<file path="src/mapr_map.vh">
// Purpose: register map and constants for the station address / pause time block
// Assumes: 32-bit AXI4-Lite register bus, 10 MHz clock
// Notes: offsets are byte addresses of aligned words
`ifndef MAPR_MAP_VH
`define MAPR_MAP_VH

// ----------------------------------------
// Register offsets
// ----------------------------------------
`define MAPR_ADDR_W 4
`define MAPR_OFS_ADDR_LOW 4'h0
`define MAPR_OFS_PAUSE_TIME 4'h4
`define MAPR_OFS_PAUSE_CTRL 4'h8
`define MAPR_OFS_PAUSE_STAT 4'hC

// ----------------------------------------
// Fields and reset values
// ----------------------------------------
`define MAPR_FIELD_MSB 15
`define MAPR_RST_ADDR_LOW 16'h0000
`define MAPR_RST_PAUSE_TIME 16'h0000
`define MAPR_RESP_OKAY 2'h0
`define MAPR_RESP_SLVERR 2'h2

// ----------------------------------------
// Timing
// ----------------------------------------
`define MAPR_QUANTA_BITS 512
`define MAPR_LINK_MBPS 100
`define MAPR_CLK_MHZ 10
// Clock cycles per pause quantum: bits / Mbit/s gives us, times MHz gives cycles
`define MAPR_QUANTA_CYC ((`MAPR_QUANTA_BITS * `MAPR_CLK_MHZ + `MAPR_LINK_MBPS - 1) / `MAPR_LINK_MBPS)
`define MAPR_QCNT_W 8

`endif

</file>
<file path="src/mapr_pause_frame.v">
// Purpose: serialises the pause control parameter octets and paces one quantum
// Assumes: octet consumer accepts one octet per cycle while ready is high
// Notes: operands are latched at start, so register writes mid-frame have no effect
`timescale 1ns/1ps
`default_nettype none
`include "mapr_map.vh"

module mapr_pause_frame (
	input wire aclk, // Clock
	input wire aresetn, // Sync reset, active low
	input wire start, // Pulse: send pause parameter
	input wire [15:0] pause_time, // Pause time in quanta
	input wire octet_ready, // Consumer accepts octet
	output reg octet_valid, // Octet valid
	output reg [7:0] octet_data, // Octet data
	output wire busy, // Frame in progress
	output reg quantum_tick // Pulse every 52 clocks (512 bit times rounded up to whole cycles)
);
	localparam ST_IDLE = 3'b001;
	localparam ST_HI = 3'b010;
	localparam ST_LO = 3'b100;

	reg [2:0] state_q;
	reg [15:0] time_q;
	reg [`MAPR_QCNT_W-1:0] qcnt_q;

	assign busy = (state_q != ST_IDLE);

	// ----------------------------------------
	// Octet sequencer, high octet first
	// ----------------------------------------
	always @(posedge aclk) begin
		if (!aresetn) begin
			state_q <= ST_IDLE;
			time_q <= `MAPR_RST_PAUSE_TIME;
			octet_valid <= 1'b0;
			octet_data <= 8'h00;
		end else begin
			case (state_q)
				ST_IDLE: begin
					if (start) begin
						time_q <= pause_time;
						octet_data <= pause_time[15:8];
						octet_valid <= 1'b1;
						state_q <= ST_HI;
					end
				end
				ST_HI: begin
					if (octet_ready) begin
						octet_data <= time_q[7:0];
						state_q <= ST_LO;
					end
				end
				ST_LO: begin
					if (octet_ready) begin
						octet_valid <= 1'b0;
						state_q <= ST_IDLE;
					end
				end
				default: begin
					state_q <= ST_IDLE;
					octet_valid <= 1'b0;
				end
			endcase
		end
	end

	// ----------------------------------------
	// Quantum pacing
	// ----------------------------------------
	always @(posedge aclk) begin
		if (!aresetn) begin
			qcnt_q <= {`MAPR_QCNT_W{1'b0}};
			quantum_tick <= 1'b0;
		end else if (qcnt_q == `MAPR_QUANTA_CYC - 1) begin
			qcnt_q <= {`MAPR_QCNT_W{1'b0}};
			quantum_tick <= 1'b1;
		end else begin
			qcnt_q <= qcnt_q + 1'b1;
			quantum_tick <= 1'b0;
		end
	end
endmodule
`default_nettype wire

</file>
<file path="src/mapr_regs.v">
// Purpose: station address low and automatic pause time registers on AXI4-Lite
// Assumes: software programs the address only while tx and rx are disabled
// Assumes: pause requests are single-cycle pulses in the aclk domain
// Notes: upper 16 bits of each register except 0xC read as zero and ignore writes; 0xC carries the sent count there
// Notes: 0x8 bit 0 asks for a pause send; 0xC reports count, pending and busy
// Notes: a pause send is two octets, time high byte first, paced by ready
`timescale 1ns/1ps
`default_nettype none
`include "mapr_map.vh"

module mapr_regs (
	input wire aclk, // Clock, 10 MHz
	input wire aresetn, // Sync reset, active low
	input wire [`MAPR_ADDR_W-1:0] s_axi_awaddr, // Write address
	input wire s_axi_awvalid, // Write address valid
	output wire s_axi_awready, // Write address ready
	input wire [31:0] s_axi_wdata, // Write data
	input wire [3:0] s_axi_wstrb, // Write strobes
	input wire s_axi_wvalid, // Write data valid
	output wire s_axi_wready, // Write data ready
	output reg [1:0] s_axi_bresp, // Write response
	output reg s_axi_bvalid, // Write response valid
	input wire s_axi_bready, // Write response ready
	input wire [`MAPR_ADDR_W-1:0] s_axi_araddr, // Read address
	input wire s_axi_arvalid, // Read address valid
	output wire s_axi_arready, // Read address ready
	output reg [31:0] s_axi_rdata, // Read data
	output reg [1:0] s_axi_rresp, // Read response
	output reg s_axi_rvalid, // Read data valid
	input wire s_axi_rready, // Read data ready
	input wire pause_request, // Pulse: flow control wants a pause frame
	output wire [15:0] station_addr_low, // Octets five and six of address
	input wire octet_ready, // Consumer accepts octet
	output wire octet_valid, // Pause parameter octet valid
	output wire [7:0] octet_data, // Pause parameter octet
	output wire quantum_tick // Pulse every pause quantum
);
	reg [15:0] addr_low_q;
	reg [15:0] pause_time_q;
	reg aw_held_q;
	reg w_held_q;
	reg [`MAPR_ADDR_W-1:0] awaddr_q;
	reg [31:0] wdata_q;
	reg [3:0] wstrb_q;
	reg pend_q;
	reg [15:0] sent_cnt_q;
	wire busy;
	wire do_write;
	wire sw_start;
	wire start;
	wire [`MAPR_ADDR_W-1:0] waddr;
	wire [31:0] wdata;
	wire [3:0] wstrb;
	wire wr_addr_low;
	wire wr_pause_time;
	wire wr_pause_ctrl;
	wire [1:0] addr_lane_we;
	wire [1:0] pause_lane_we;
	wire [15:0] addr_low_d;
	wire [15:0] pause_time_d;
	reg [31:0] rdata_d;
	reg [1:0] rresp_d;

	// ----------------------------------------
	// Write channel
	// ----------------------------------------
	// Hold address and data apart so either may arrive first
	// A pending response holds both readys low, so writes never overlap
	assign s_axi_awready = !aw_held_q && !s_axi_bvalid;
	assign s_axi_wready = !w_held_q && !s_axi_bvalid;
	assign waddr = aw_held_q ? awaddr_q : s_axi_awaddr;
	assign wdata = w_held_q ? wdata_q : s_axi_wdata;
	assign wstrb = w_held_q ? wstrb_q : s_axi_wstrb;
	assign do_write = !s_axi_bvalid && (aw_held_q || s_axi_awvalid) && (w_held_q || s_axi_wvalid);

	always @(posedge aclk) begin
		if (!aresetn) begin
			aw_held_q <= 1'b0;
			w_held_q <= 1'b0;
			awaddr_q <= {`MAPR_ADDR_W{1'b0}};
			wdata_q <= 32'h00000000;
			wstrb_q <= 4'h0;
			s_axi_bvalid <= 1'b0;
			s_axi_bresp <= `MAPR_RESP_OKAY;
		end else begin
			if (do_write) begin
				aw_held_q <= 1'b0;
				w_held_q <= 1'b0;
				s_axi_bvalid <= 1'b1;
				case (waddr)
					`MAPR_OFS_ADDR_LOW, `MAPR_OFS_PAUSE_TIME,
					`MAPR_OFS_PAUSE_CTRL, `MAPR_OFS_PAUSE_STAT:
						s_axi_bresp <= `MAPR_RESP_OKAY;
					default: s_axi_bresp <= `MAPR_RESP_SLVERR;
				endcase
			end else begin
				if (s_axi_awvalid && s_axi_awready) begin
					aw_held_q <= 1'b1;
					awaddr_q <= s_axi_awaddr;
				end
				if (s_axi_wvalid && s_axi_wready) begin
					w_held_q <= 1'b1;
					wdata_q <= s_axi_wdata;
					wstrb_q <= s_axi_wstrb;
				end
				if (s_axi_bvalid && s_axi_bready)
					s_axi_bvalid <= 1'b0;
			end
		end
	end

	// ----------------------------------------
	// Registers
	// ----------------------------------------
	// Only the low two byte lanes exist; upper lanes are dropped
	assign wr_addr_low = do_write && (waddr == `MAPR_OFS_ADDR_LOW);
	assign wr_pause_time = do_write && (waddr == `MAPR_OFS_PAUSE_TIME);
	assign wr_pause_ctrl = do_write && (waddr == `MAPR_OFS_PAUSE_CTRL);

	genvar lane;
	generate
		for (lane = 0; lane < 2; lane = lane + 1) begin : g_lane
			// Each lane keeps its byte unless its strobe is set
			assign addr_lane_we[lane] = wr_addr_low && wstrb[lane];
			assign pause_lane_we[lane] = wr_pause_time && wstrb[lane];
			assign addr_low_d[lane*8 +: 8] = addr_lane_we[lane] ?
				wdata[lane*8 +: 8] : addr_low_q[lane*8 +: 8];
			assign pause_time_d[lane*8 +: 8] = pause_lane_we[lane] ?
				wdata[lane*8 +: 8] : pause_time_q[lane*8 +: 8];
		end
	endgenerate

	always @(posedge aclk) begin
		if (!aresetn) begin
			addr_low_q <= `MAPR_RST_ADDR_LOW;
			pause_time_q <= `MAPR_RST_PAUSE_TIME;
		end else begin
			addr_low_q <= addr_low_d;
			pause_time_q <= pause_time_d;
		end
	end

	assign station_addr_low = addr_low_q;

	// ----------------------------------------
	// Pause frame trigger and status
	// ----------------------------------------
	// Software may also request a frame via bit 0 of the control word
	// Requests made during a send merge into one pending flag
	assign sw_start = wr_pause_ctrl && wstrb[0] && wdata[0];
	assign start = pend_q && !busy;

	always @(posedge aclk) begin
		if (!aresetn) begin
			pend_q <= 1'b0;
			sent_cnt_q <= 16'h0000;
		end else begin
			// New request wins over the launch of an older one
			if (pause_request || sw_start)
				pend_q <= 1'b1;
			else if (start)
				pend_q <= 1'b0;
			if (start)
				sent_cnt_q <= sent_cnt_q + 16'h0001;
		end
	end

	mapr_pause_frame u_frame (
		.aclk(aclk),
		.aresetn(aresetn),
		.start(start),
		.pause_time(pause_time_q),
		.octet_ready(octet_ready),
		.octet_valid(octet_valid),
		.octet_data(octet_data),
		.busy(busy),
		.quantum_tick(quantum_tick)
	);

	// ----------------------------------------
	// Read channel
	// ----------------------------------------
	// One read in flight; the answer follows the next cycle
	assign s_axi_arready = !s_axi_rvalid;

	always @* begin
		rdata_d = 32'h00000000;
		rresp_d = `MAPR_RESP_OKAY;
		case (s_axi_araddr)
			`MAPR_OFS_ADDR_LOW: rdata_d = {16'h0000, addr_low_q};
			`MAPR_OFS_PAUSE_TIME: rdata_d = {16'h0000, pause_time_q};
			// Control word reads zero; its bit 0 only launches a send
			`MAPR_OFS_PAUSE_CTRL: rdata_d = 32'h00000000;
			`MAPR_OFS_PAUSE_STAT: rdata_d = {sent_cnt_q, 14'h0000, pend_q, busy};
			default: rresp_d = `MAPR_RESP_SLVERR;
		endcase
	end

	always @(posedge aclk) begin
		if (!aresetn) begin
			s_axi_rvalid <= 1'b0;
			s_axi_rdata <= 32'h00000000;
			s_axi_rresp <= `MAPR_RESP_OKAY;
		end else if (s_axi_arvalid && s_axi_arready) begin
			s_axi_rvalid <= 1'b1;
			s_axi_rdata <= rdata_d;
			s_axi_rresp <= rresp_d;
		end else if (s_axi_rready) begin
			s_axi_rvalid <= 1'b0;
		end
	end
endmodule
`default_nettype wire

</file>
<file path="config.mk">
export PLATFORM = sky130hd
export DESIGN_NAME = mapr_regs
export DESIGN_NICKNAME = d
export VERILOG_FILES = /design/src/mapr_pause_frame.v /design/src/mapr_regs.v
export VERILOG_INCLUDE_DIRS = /design/src
export SDC_FILE = /design/constraint.sdc
export NUM_CORES = 1
export LEC_CHECK = 0
export ABC_CLOCK_PERIOD_IN_PS = 2100
export BUFFER_PORTS_ARGS = -buffer_cell sky130_fd_sc_hd__buf_2
export CAP_MARGIN = 15
export CELL_PAD_IN_SITES_DETAIL_PLACEMENT = 0
export CELL_PAD_IN_SITES_GLOBAL_PLACEMENT = 1
export CORE_MARGIN = 2
export CORE_UTILIZATION = 42
export CTS_BUF_LIST = sky130_fd_sc_hd__clkbuf_8
export DETAILED_ROUTE_END_ITERATION = 10
export GPL_TIMING_DRIVEN = 0
export PLACE_DENSITY_LB_ADDON = 0.15
export SYNTH_ARGS = -nofsm -noshare
export SYNTH_HDL_FRONTEND = slang
export SYNTH_SLANG_ARGS = --single-unit
</file>
<file path="constraint.sdc">
create_clock -name aclk -period 2.1 [get_ports aclk]
set_input_delay 0.105 -clock aclk [delete_from_list [all_inputs] [get_ports aclk]]
set_output_delay 0.105 -clock aclk [all_outputs]
set_load 0.02 [all_outputs]
</file>
# After elaboration in Yosys (flattened, before gate mapping)
# Cells that the tools add are included.
dict set report totals {
  register_bits 140
  in_bits 53
  out_inout_bits 67
  word_cells 106
}
dict set report classes {
  n_addsub 2
  eq_ne 14
  muxes 23
  bitwise_logic 3
  reduce_logical 42
}
# op count
set op_table {}
lappend op_table {{$pmux W32 S3} 1}
lappend op_table {{$logic_and A1 B1 Y1} 18}
lappend op_table {{$add A16 B1 Y16 const B} 1}
lappend op_table {{$eq A4 B4 Y1 const B} 4}
lappend op_table {{$mux W16} 1}
lappend op_table {{$mux W8} 2}
lappend op_table {{$pmux W8 S2} 1}
lappend op_table {{$mux W1} 9}
lappend op_table {{$mux W3} 3}
lappend op_table {{$pmux W3 S3} 1}
lappend op_table {{$reduce_and A3 Y1} 3}
lappend op_table {{$add A8 B1 Y8 const B} 1}
lappend op_table {{$eq A4 B3 Y1 const B} 2}
lappend op_table {{$eq A8 B6 Y1 const B} 1}
lappend op_table {{$logic_not A4 Y1} 2}
lappend op_table {{$reduce_bool A2 Y1} 4}
lappend op_table {{$reduce_or A4 Y1} 2}
lappend op_table {{$mux W2} 3}
lappend op_table {{$ne A2 B2 Y1 const B} 3}
lappend op_table {{$reduce_and A2 Y1} 3}
lappend op_table {{$logic_not A1 Y1} 5}
lappend op_table {{$mux W4} 1}
lappend op_table {{$reduce_or A2 Y1} 2}
lappend op_table {{$eq A3 B1 Y1 const B} 1}
lappend op_table {{other kinds (6)} 10}

# Depth between registers and ports, before layout
# Gate-level depths: netlist of the first run.
dict set report depth {
  depth_word 8
  depth_mapped 7
  ltp_nobuf 5
}

# Hierarchy
# Synthesis of the first run repeated with hierarchy kept, for this count alone.
dict set report unflattened {
  hier_cells 589
  area_unflattened_um2 5849.4
}
# mod n_inst cells_per_inst area_per_inst_um2 seq_area_each_um2
set modules_own_cells {}
lappend modules_own_cells {mapr_regs 1 455 4514.3 2182.1}
lappend modules_own_cells {mapr_pause_frame 1 134 1335.0 580.6}

# Worst setup path after synthesis of the first run
# OpenSTA, ideal clock, no wires.
dict set report synth_path {
  path_type {reg-to-reg}
  startpoint {register aw_held_q}
  endpoint {register pause_time_q[13]}
  setup_time_ns 0.119
  t_arrival_ns 1.626
  required_time_ns 1.981
  slack_ns 0.355
  stages_incl_launch_ff 6
  path_buffers 2
  period_less_slack_ns 1.745
  cell_sequence {dfxtp_1 > buf_2 > o32ai_1 > buf_2 > nand2_1 > o221a_2}
}
dict set report synth_via {
  elab_chain_cells 5
  word_cells_on_any_way 7
  classes_between {1 x eq/ne; 1 x mux; 5 x reduce/logical}
}
# item line
set synth_lines {}
lappend synth_lines {{start: declaration} mapr_regs.v:40} ;# reg aw_held_q;
lappend synth_lines {{start signal: assignment} mapr_regs.v:78} ;# aw_held_q <= 1'b0;
lappend synth_lines {{start signal: assignment} mapr_regs.v:87} ;# aw_held_q <= 1'b0;
lappend synth_lines {{start signal: assignment} mapr_regs.v:98} ;# aw_held_q <= 1'b1;
lappend synth_lines {{parallel branches: the longest is 3 deep, another holds $mux W4} --}
lappend synth_lines {{$logic_and A1 B1 Y1 (*)} mapr_regs.v:117} ;# assign wr_pause_time = do_write && (waddr == `MAPR_OFS_PAUSE_TIME);
lappend synth_lines {{$logic_and A1 B1 Y1 (*)} mapr_regs.v:125} ;# assign pause_lane_we[lane] = wr_pause_time && wstrb[lane];
lappend synth_lines {{end signal: assignment} mapr_regs.v:136} ;# pause_time_q <= `MAPR_RST_PAUSE_TIME;
lappend synth_lines {{end signal: assignment} mapr_regs.v:139} ;# pause_time_q <= pause_time_d;
lappend synth_lines {{end: declaration} mapr_regs.v:39} ;# reg [15:0] pause_time_q;
# Mark *: on every way between the ends.
# A chain may end at the register's enable or synchronous reset.

# Worst setup path in the final report of the first run
dict set report layout_path {
  startpoint {register aw_held_q}
  endpoint {register pause_time_q[5]}
}
# The elaborated chain is that of the path after synthesis.

==> results.yml, run 1 <==
global_routing:
  grt_pass1_vias: 4556
  globalRoute.totalOverflow: 0
  grt_use_total: 0.211
  grt_max_degree: 17
  grt_first_pass_wirelength_um: 23800
  antenna_found_initial: 0
cts:
  cts_buffers: 17
  cts_sinks: 138
  cts_root_buffer: "clkbuf_8"
  cts_tree: "done"
  h-tree-depth: 4
  path_clk_slew_ns: 0.08
  insertion_delay_ns: 0.44
  cts_buffer_depth: 2
pwr:
  p_leak_nw: 2.88
  peakVddDrop_mv: 0.300
  power.density_nw_per_um2: 830
  power_mw: 5.92
drt:
  first_iter_violations: 305
  wire_per_inst_um: 15.6
  detail_route.wirelength_um: 14800
  drt_pass1_iterations: 6
  drc: 0
  via_per_inst: 5.26
  ant_nets: 0
  vias: 4987
floorplanning:
  coreArea_sq_um: 13100
  die_y_um: 119
  start_util: 0.426
  die_area_sq_um: 14300
  die_width_um: 119
  ioPinCount: 120
  row_count: 42
outcome:
  status: "completed"
hold_path:
  hold_class: "primary input to flip-flop"
  hold_depth: 3
  hold_path_end: "s_axi_rresp[1]$_SDFFE_PN0P_"
  hold_path.startpoint: "s_axi_araddr[0]"
place:
  hpwl_um: 10800
  gp_congestion: 0.834
  dpl.cell_count: 883
  port_buffers: 99
logic_synthesis:
  netlist.area_leader.share: 0.493
  seq_area_frac_synth: 0.493
  yosysTopAreaCell: "dfxtp_1"
  synth_area_sq_um: 5600
  synth_cells: 607
  yosysUniqueCellTypes: 50
  ys_seq_elements: 138
  synth-warning-count: 0
  yosys-top-cells-area: "dfxtp_1 49%, mux2i_1 6.1%, o221a_2 6.0%"
  synth_edf_count: 0
  synth_ff_type: "dfxtp_1"
  async_reset_ff_frac: 0
  avgSynthCellArea_sq_um: 9.23
cells_and_area:
  antenna_cells: 0
  final-seq-area_sq_um: 2760
  drive_above_1_share: 0.241
  num-nets-final: 814
  instances_no_fill: 948
  area_growth_pct: 27.5
  num-fill-cells: 1269
  multi_input_area_sq_um: 2660
sta:
  maxSlewViolCount: 0
  whs_ns: 0.0388
  final_period_minus_worst_setup_slack_ns: 1.93
  slew_headroom: 0.257
  max_freq_mhz: 518
  worst_pin_slew_ns: 1.10
  tns_ns: 0
  post-route-period-util: 0.919
  hold_viol: 0
  setup_viol: 0
  fin_skew_ns: 0.00653
  grt_setup_unrepaired: "false"
setup_path:
  required_ns: 2.44
  r2r_cells: 5
  critPathKind: "flip-flop to flip-flop"
  critPathArrivalTime_ns: 2.27
  start_kind: "flip-flop"
  r2r-start: "aw_held_q$_SDFFE_PP0P_"
  crit_fanout: 10
  crit_path_end_kind: "flip-flop"
  rr_endpoint: "pause_time_q[5]$_SDFFE_PN0P_"
  reg2reg_slack_ns: 0.17
flow_run:
  cap_violations: 0
-- sequential cells by signal (all words and copies together), names as in the netlist, 2 cells and up --
signal and flops:
pause_time_q 16, u_frame.state_q 3, u_frame.time_q 8, u_frame.qcnt_q 8, awaddr_q 4, station_addr_low 16, s_axi_rdata 32, wstrb_q 2
u_frame.octet_data 8, sent_cnt_q 16, wdata_q 16
-- how the worst max path moves through the flow --
stage / cells after the start / end / startpoint / slack, ns
floorplan: 5 / pause_time_q[13]$_SDFFE_PN0P_ / aw_held_q$_SDFFE_PP0P_ / 0.36
global placement: 5 / pause_time_q[5]$_SDFFE_PN0P_ / aw_held_q$_SDFFE_PP0P_ / -0.17
detailed placement: 5 / pause_time_q[5]$_SDFFE_PN0P_ / aw_held_q$_SDFFE_PP0P_ / -0.22
CTS: 5 / s_axi_rdata[13]$_SDFFE_PN0P_ / s_axi_rvalid$_SDFFE_PN0P_ / 0.12
global route: 6 / station_addr_low[13]$_SDFFE_PN0P_ / aw_held_q$_SDFFE_PP0P_ / 0.03
finish: 5 / pause_time_q[5]$_SDFFE_PN0P_ / aw_held_q$_SDFFE_PP0P_ / 0.17
-- cell usage after synthesis (2+ instances only) --
cell / instances
and2_1: 3
a211oi_1: 12
buf_4: 2
xor2_1: 5
nand3_1: 24
nor3_1: 6
nor4_1: 6
buf_2: 7
nor2_1: 63
and3b_1: 2
nor3b_1: 4
and3_1: 3
nand4_1: 5
o211ai_1: 2
o32ai_1: 2
nand3b_1: 4
nor3_2: 4
o21ai_0: 18
mux2i_1: 34
o31ai_1: 2
xnor2_1: 11
inv_1: 9
ha_1: 2
or4_1: 2
o22ai_1: 14
a22oi_1: 18
dfxtp_1: 138
or3_1: 2
clkbuf_1: 27
buf_1: 3
o221a_2: 30
nand2b_1: 8
nand2_1: 74
nor2b_1: 4
a21oi_1: 42
-- per-stage QoR --
stage,utilization,setup slack [ns],area (sq um)
after floorplan,-,0.355,5600
after global placement,0.481,-0.171,6320
after detailed placement,0.481,-0.216,6320
after CTS,0.543,0.120,7130
after global routing,0.544,0.0294,7140
final,0.544,0.169,7140
-- area by class of cell --
| type | instances | area share |
|---|---|---|
| sequential | 138 | 0.387 |
| clock inverter | 13 | 0.0312 |
| buffer | 40 | 0.0235 |
| multi-input combinational | 421 | 0.373 |
| timing repair buffer | 132 | 0.114 |
| tap | 176 | 0.0308 |
| inverter | 9 | 0.00473 |
| clock buffer | 19 | 0.0366 |
-- power by group --
group | internal (mW) | total, mW | leakage [nW] | switching, mW
Clock | 1.59 | 2.60 | 0.243 | 1.01
Sequential | 2.68 | 2.74 | 1.12 | 0.0565
Combinational | 0.230 | 0.586 | 1.52 | 0.357
-- routing by layer --
metal	vias up	part of all wire	routed length, um	track usage
met3	14	0.051	760	0.0445
met2	133	0.45	6660	0.314
met5	-	0	0	0
li1	2481	-	-	-
met1	2359	0.49	7190	0.301
met4	0	0.011	156	0.0757
-- kinds of logic (layout without fill, tap and decap cells) --
group	Yosys count	count (layout)	share of synthesized area
flops	138	138	0.493
compound gates	146	146	0.188
simple gates	221	221	0.192
buf+inv	49	213	0.0360
other cells	1	2	0.000670
xor+xnor	16	16	0.0250
mux	34	34	0.0608
fa+ha+maj	2	2	0.00447
-- layout by cell type, fill, tap and decap left out, drive strengths merged, types with 3 or more instances in the layout --
| cell | n |
|---|---|
| nor2 | 63 |
| o221a | 30 |
| o22ai | 14 |
| nand3b | 4 |
| dlygate4sd3 | 28 |
| and3 | 3 |
| nand2b | 8 |
| nor3b | 4 |
| a211oi | 12 |
| bufinv | 6 |
| and2 | 3 |
| mux2i | 34 |
| xor2 | 5 |
| a22oi | 18 |
| dfxtp | 138 |
| nor4 | 6 |
| a21oi | 42 |
| inv | 10 |
| xnor2 | 11 |
| nor2b | 4 |
| clkbuf | 48 |
| nand3 | 24 |
| nand2 | 74 |
| o21ai | 18 |
| buf | 115 |
| nand4 | 6 |
| clkinv | 4 |
| nor3 | 10 |
-- worst max-delay path: stages (launching register included) --
cell	delay, ns
dfxtp_1	0.34
buf_2	0.19
o32ai_2	0.57
buf_2	0.31
nand2_1	0.13
o221a_2	0.30
-- repair_timing --
item | 4_1_cts | 5_1_grt
cloned | 0 | 0
buffers inserted | 4 | 0
endpoints found under the setup margin | 26 | 4
resized for setup | 2 | 2
endpoints found under the hold margin | 29 | 0
pin swaps | 2 | 0
hold buffers | 28 | 0
Note: power is estimated with default switching activity, not from simulation.
==> run 2, diff against run 1 <==
--- a/config.mk
+++ b/config.mk
@@ -17,6 +17,7 @@
 export DETAILED_ROUTE_END_ITERATION = 10
 export GPL_TIMING_DRIVEN = 0
 export PLACE_DENSITY_LB_ADDON = 0.15
+export RECOVER_POWER = 100
 export SYNTH_ARGS = -nofsm -noshare
 export SYNTH_HDL_FRONTEND = slang
 export SYNTH_SLANG_ARGS = --single-unit
==> results.yml, run 2 (same netlist as run 1, synthesis figures left out) <==
pwr:
  p_leak_nw: 2.61
  peakVddDrop_mv: 0.302
  power.density_nw_per_um2: 839
  power_mw: 5.92
cts:
  path_clk_slew_ns: 0.07
  h-tree-depth: 4
  insertion_delay_ns: 0.44
  cts_sinks: 138
  cts_root_buffer: "clkbuf_8"
  cts_buffer_depth: 2
  cts_buffers: 17
  cts_tree: "done"
cells_and_area:
  drive_above_1_share: 0.153
  num-nets-final: 814
  antenna_cells: 0
  finalCoreUtilization: 0.537
  largest_register_ffs: 32
  area_growth_pct: 26.0
  final_common_cell: "dfxtp_1"
  final_cell_mix: "138 x dfxtp_1, 94 x clkbuf_1, 74 x nand2_1, 63 x nor2_1, 41 x a21oi_1"
  regMostFlops: "s_axi_rdata"
sta:
  setup_viol: 0
  max_freq_mhz: 511
  whs_ns: 0.0369
  fin_skew_ns: 0.00671
  hold_viol: 0
  post-route-period-util: 0.932
  final_period_minus_worst_setup_slack_ns: 1.96
  maxSlewViolCount: 0
  slew_headroom: 0.268
  grt_setup_unrepaired: "false"
  worst_pin_slew_ns: 1.09
global_routing:
  grt_pass1_vias: 4556
  grt_max_degree: 17
  grt_first_pass_wirelength_um: 23800
  globalRoute.totalOverflow: 0
  antenna_found_initial: 0
  grt_use_total: 0.211
drt:
  via_per_inst: 5.26
  drt_pass1_iterations: 5
  wire_per_inst_um: 15.7
  vias: 4984
  detail_route.wirelength_um: 14900
  drc: 0
  ant_nets: 0
  first_iter_violations: 326
setup_path:
  critPathArrivalTime_ns: 2.32
  critPathKind: "flip-flop to flip-flop"
  crit_fanout: 10
  start_kind: "flip-flop"
  required_ns: 2.47
  crit_path_end_kind: "flip-flop"
floorplanning:
  die_width_um: 119
  coreArea_sq_um: 13100
  die_y_um: 119
  die_area_sq_um: 14300
  row_count: 42
  start_util: 0.426
  ioPinCount: 120
hold_path:
  hold_class: "primary input to flip-flop"
place:
  port_buffers: 99
  hpwl_um: 10800
  gp_congestion: 0.834
flow_run:
  cap_violations: 0
outcome:
  status: "completed"
[run 2: cell type report]
cell class | instances | area [sq um]
fillers | 1299 | 6080
flip-flops and latches | 138 | 2760
multi-input cells | 421 | 2660
repair buffers | 132 | 727
clock buffers | 19 | 262
clock inverters | 13 | 223
well taps | 176 | 220
plain buffers | 40 | 165
inverters | 9 | 33.8
[run 2: through the flow]
step / setup TNS (ns) / worst slack (ns) / instance area [sq um] / cells
2_1_floorplan: 0 / 0.355 / 5600 / 608
3_3_place_gp: -2.62 / -0.171 / 6320 / 883
3_5_place_dp: -3.52 / -0.216 / 6320 / 883
4_1_cts: 0 / 0.120 / 7130 / 947
5_1_grt: 0 / 0.0230 / 7060 / 948
6_report: 0 / 0.144 / 7060 / 948
[run 2: critical path: stages (launching register included)]
cell and delay [ns]:
dfxtp_1 0.47, nand4bb_1 0.13, clkbuf_1 0.19, or2_1 0.25, clkbuf_1 0.17, or4_1 0.52, a21oi_1 0.15
[run 2: power by group]
part	internal [mW]	leakage [nW]	switching (mW)	total, mW
clock network	1.59	0.243	1.01	2.60
registers	2.68	1.12	0.0573	2.74
logic	0.219	1.24	0.358	0.577
total	4.49	2.61	1.43	5.92
[run 2: worst paths after layout]
kind	start	end	slack, ns	cells after the start
hold / removal	s_axi_araddr[0]	s_axi_rresp[1]$_SDFFE_PN0P_	0.04	3
setup reg to reg	u_frame.state_q[0]$_SDFFE_PN1P_	sent_cnt_q[11]$_SDFFE_PN0P_	0.14	6
setup / recovery	u_frame.state_q[0]$_SDFFE_PN1P_	sent_cnt_q[11]$_SDFFE_PN0P_	0.14	6
hold reg to reg	s_axi_rdata[20]$_SDFFE_PN0P_	s_axi_rdata[20]$_SDFFE_PN0P_	0.45	2
[run 2: repair_timing]
| action | 4_1_cts | 5_1_grt |
|---|---|---|
| endpoints found under the setup margin | 26 | 4 |
| resized for setup | 2 | 2 |
| setup buffers | 4 | 0 |
| pin swaps | 2 | 0 |
| hold buffers | 28 | 0 |
| hold endpoints to repair | 29 | 0 |
[run 2: per-layer routing]
| metal | GRT usage | vias to the layer above | share of wire |
|---|---|---|---|
| met2 | 0.314 | 122 | 0.45 |
| met4 | 0.0757 | 0 | 0.012 |
| li1 | - | 2482 | - |
| met3 | 0.0445 | 18 | 0.048 |
| met5 | 0 | - | 0 |
| met1 | 0.301 | 2362 | 0.49 |
==> run 3, diff against run 2 <==
--- a/config.mk
+++ b/config.mk
@@ -15,7 +15,6 @@
 export CORE_UTILIZATION = 42
 export CTS_BUF_LIST = sky130_fd_sc_hd__clkbuf_8
 export DETAILED_ROUTE_END_ITERATION = 10
-export GPL_TIMING_DRIVEN = 0
 export PLACE_DENSITY_LB_ADDON = 0.15
 export RECOVER_POWER = 100
 export SYNTH_ARGS = -nofsm -noshare
==> results.yml, run 3 (same netlist as run 1, synthesis figures left out) <==
outcome:
  status: "completed"
cells_and_area:
  instances_no_fill: 924
  num-fill-cells: 1310
  final-seq-area_sq_um: 2760
  final_common_cell: "dfxtp_1"
  multi_input_area_sq_um: 2640
  num-nets-final: 791
  finalCoreUtilization: 0.527
  area_growth_pct: 23.7
  regMostFlops: "s_axi_rdata"
  design_area_sq_um: 6930
  final_cell_mix: "138 x dfxtp_1, 73 x nand2_1, 71 x clkbuf_1, 63 x nor2_1, 42 x a21oi_1"
  drive_above_1_share: 0.159
  largest_register_ffs: 32
  antenna_cells: 0
place:
  gp_congestion: 0.823
  dpl.cell_count: 865
  hpwl_um: 9820
  port_buffers: 99
  placed_area_sq_um: 6330
cts:
  cts_tree: "done"
  cts_buffer_depth: 2
  cts_setup_buffers: 0
  insertion_delay_ns: 0.45
  cts_buffers: 17
  cts_root_buffer: "clkbuf_8"
  path_clk_slew_ns: 0.07
  cts_sinks: 138
  h-tree-depth: 4
setup_path:
  required_ns: 2.47
  crit_path_end_kind: "flip-flop"
  start_kind: "flip-flop"
  critPathKind: "flip-flop to flip-flop"
  crit_fanout: 7
  critPathArrivalTime_ns: 2.34
hold_path:
  hold_class: "primary input to flip-flop"
floorplanning:
  die_width_um: 119
  row_count: 42
  start_util: 0.426
  die_y_um: 119
  die_area_sq_um: 14300
  coreArea_sq_um: 13100
  ioPinCount: 120
pwr:
  power.density_nw_per_um2: 816
  p_leak_nw: 2.56
  peakVddDrop_mv: 0.323
drt:
  detail_route.wirelength_um: 13900
  wire_per_inst_um: 15.1
  drt_pass1_iterations: 5
  ant_nets: 0
  vias: 4829
  first_iter_violations: 321
  via_per_inst: 5.23
  drc: 0
sta:
  hold_viol: 0
  fin_skew_ns: 0.0105
  tns_ns: 0
  grt_setup_unrepaired: "false"
  maxSlewViolCount: 0
  setup_viol: 0
  final_period_minus_worst_setup_slack_ns: 1.98
  whs_ns: 0.0353
  post-route-period-util: 0.941
  max_freq_mhz: 506
  slew_headroom: 0.349
  worst_pin_slew_ns: 0.973
global_routing:
  grt_first_pass_wirelength_um: 22500
  grt_pass1_vias: 4452
  globalRoute.totalOverflow: 0
  grt_max_degree: 83
  grt_use_total: 0.198
  antenna_found_initial: 0
flow_run:
  cap_violations: 0
## run 3: cell types whose count changed in the layout (fill, tap and decap cells not counted), moves of 2 or more
cell        previous run  this run
bufinv_16              6         4
buf_1                  3         0
nor4_1                 6         4
clkbuf_2               3         1
buf_2                 39        35
clkbuf_8              19        21
clkinvlp_4             2         0
clkbuf_1              94        71
nor4_2                 0         2
buf_4                  5        14
## run 3: cell type report
class | instances | share of cell area
clock buffers | 21 | 0.0417
clock inverters | 10 | 0.0213
inverters | 9 | 0.00488
multi-input cells | 421 | 0.381
flip-flops and latches | 138 | 0.399
well taps | 176 | 0.0318
repair buffers | 149 | 0.120
## run 3: critical path, cell delays in order, from the launching register on
cell	delay, ns
dfxtp_1	0.41
nand4_1	0.30
or4b_4	0.64
or4_1	0.41
a21oi_1	0.14
## run 3: final timing paths
kind | to | slack [ns] | from | depth (start not counted)
worst min-delay path | s_axi_rresp[1]$_SDFFE_PN0P_ | 0.04 | s_axi_araddr[0] | 3
worst max register to register | sent_cnt_q[15]$_SDFFE_PN0P_ | 0.12 | sent_cnt_q[4]$_SDFFE_PN0P_ | 4
worst max-delay path | sent_cnt_q[15]$_SDFFE_PN0P_ | 0.12 | sent_cnt_q[4]$_SDFFE_PN0P_ | 4
worst min register to register | s_axi_rdata[18]$_SDFFE_PN0P_ | 0.45 | s_axi_rdata[18]$_SDFFE_PN0P_ | 2
## run 3: timing repair
action,CTS,global route
hold endpoints to repair,29,0
setup endpoints to repair,0,3
hold buffers,28,0
resized for setup,0,1
## run 3: metrics by stage
stage | power (mW) | worst slack (ns)
floorplan | 3.14 | 0.355
global placement | 3.31 | 0.280
detailed placement | 3.32 | 0.176
CTS | 5.74 | 0.149
global route | 5.91 | 0.0442
finish | 5.65 | 0.125
## run 3: layer usage
layer  wire length [um]  GRT usage
met1               6940      0.282
met2               6010      0.293
met3                797     0.0546
met4                167     0.0596
met5                  0          0
## run 3: power breakdown
group	leakage (nW)	internal, mW	switching (mW)
sequential	1.12	2.69	0.0626
combinational	1.21	0.209	0.328
clock	0.234	1.40	0.970
total	2.56	4.29	1.36
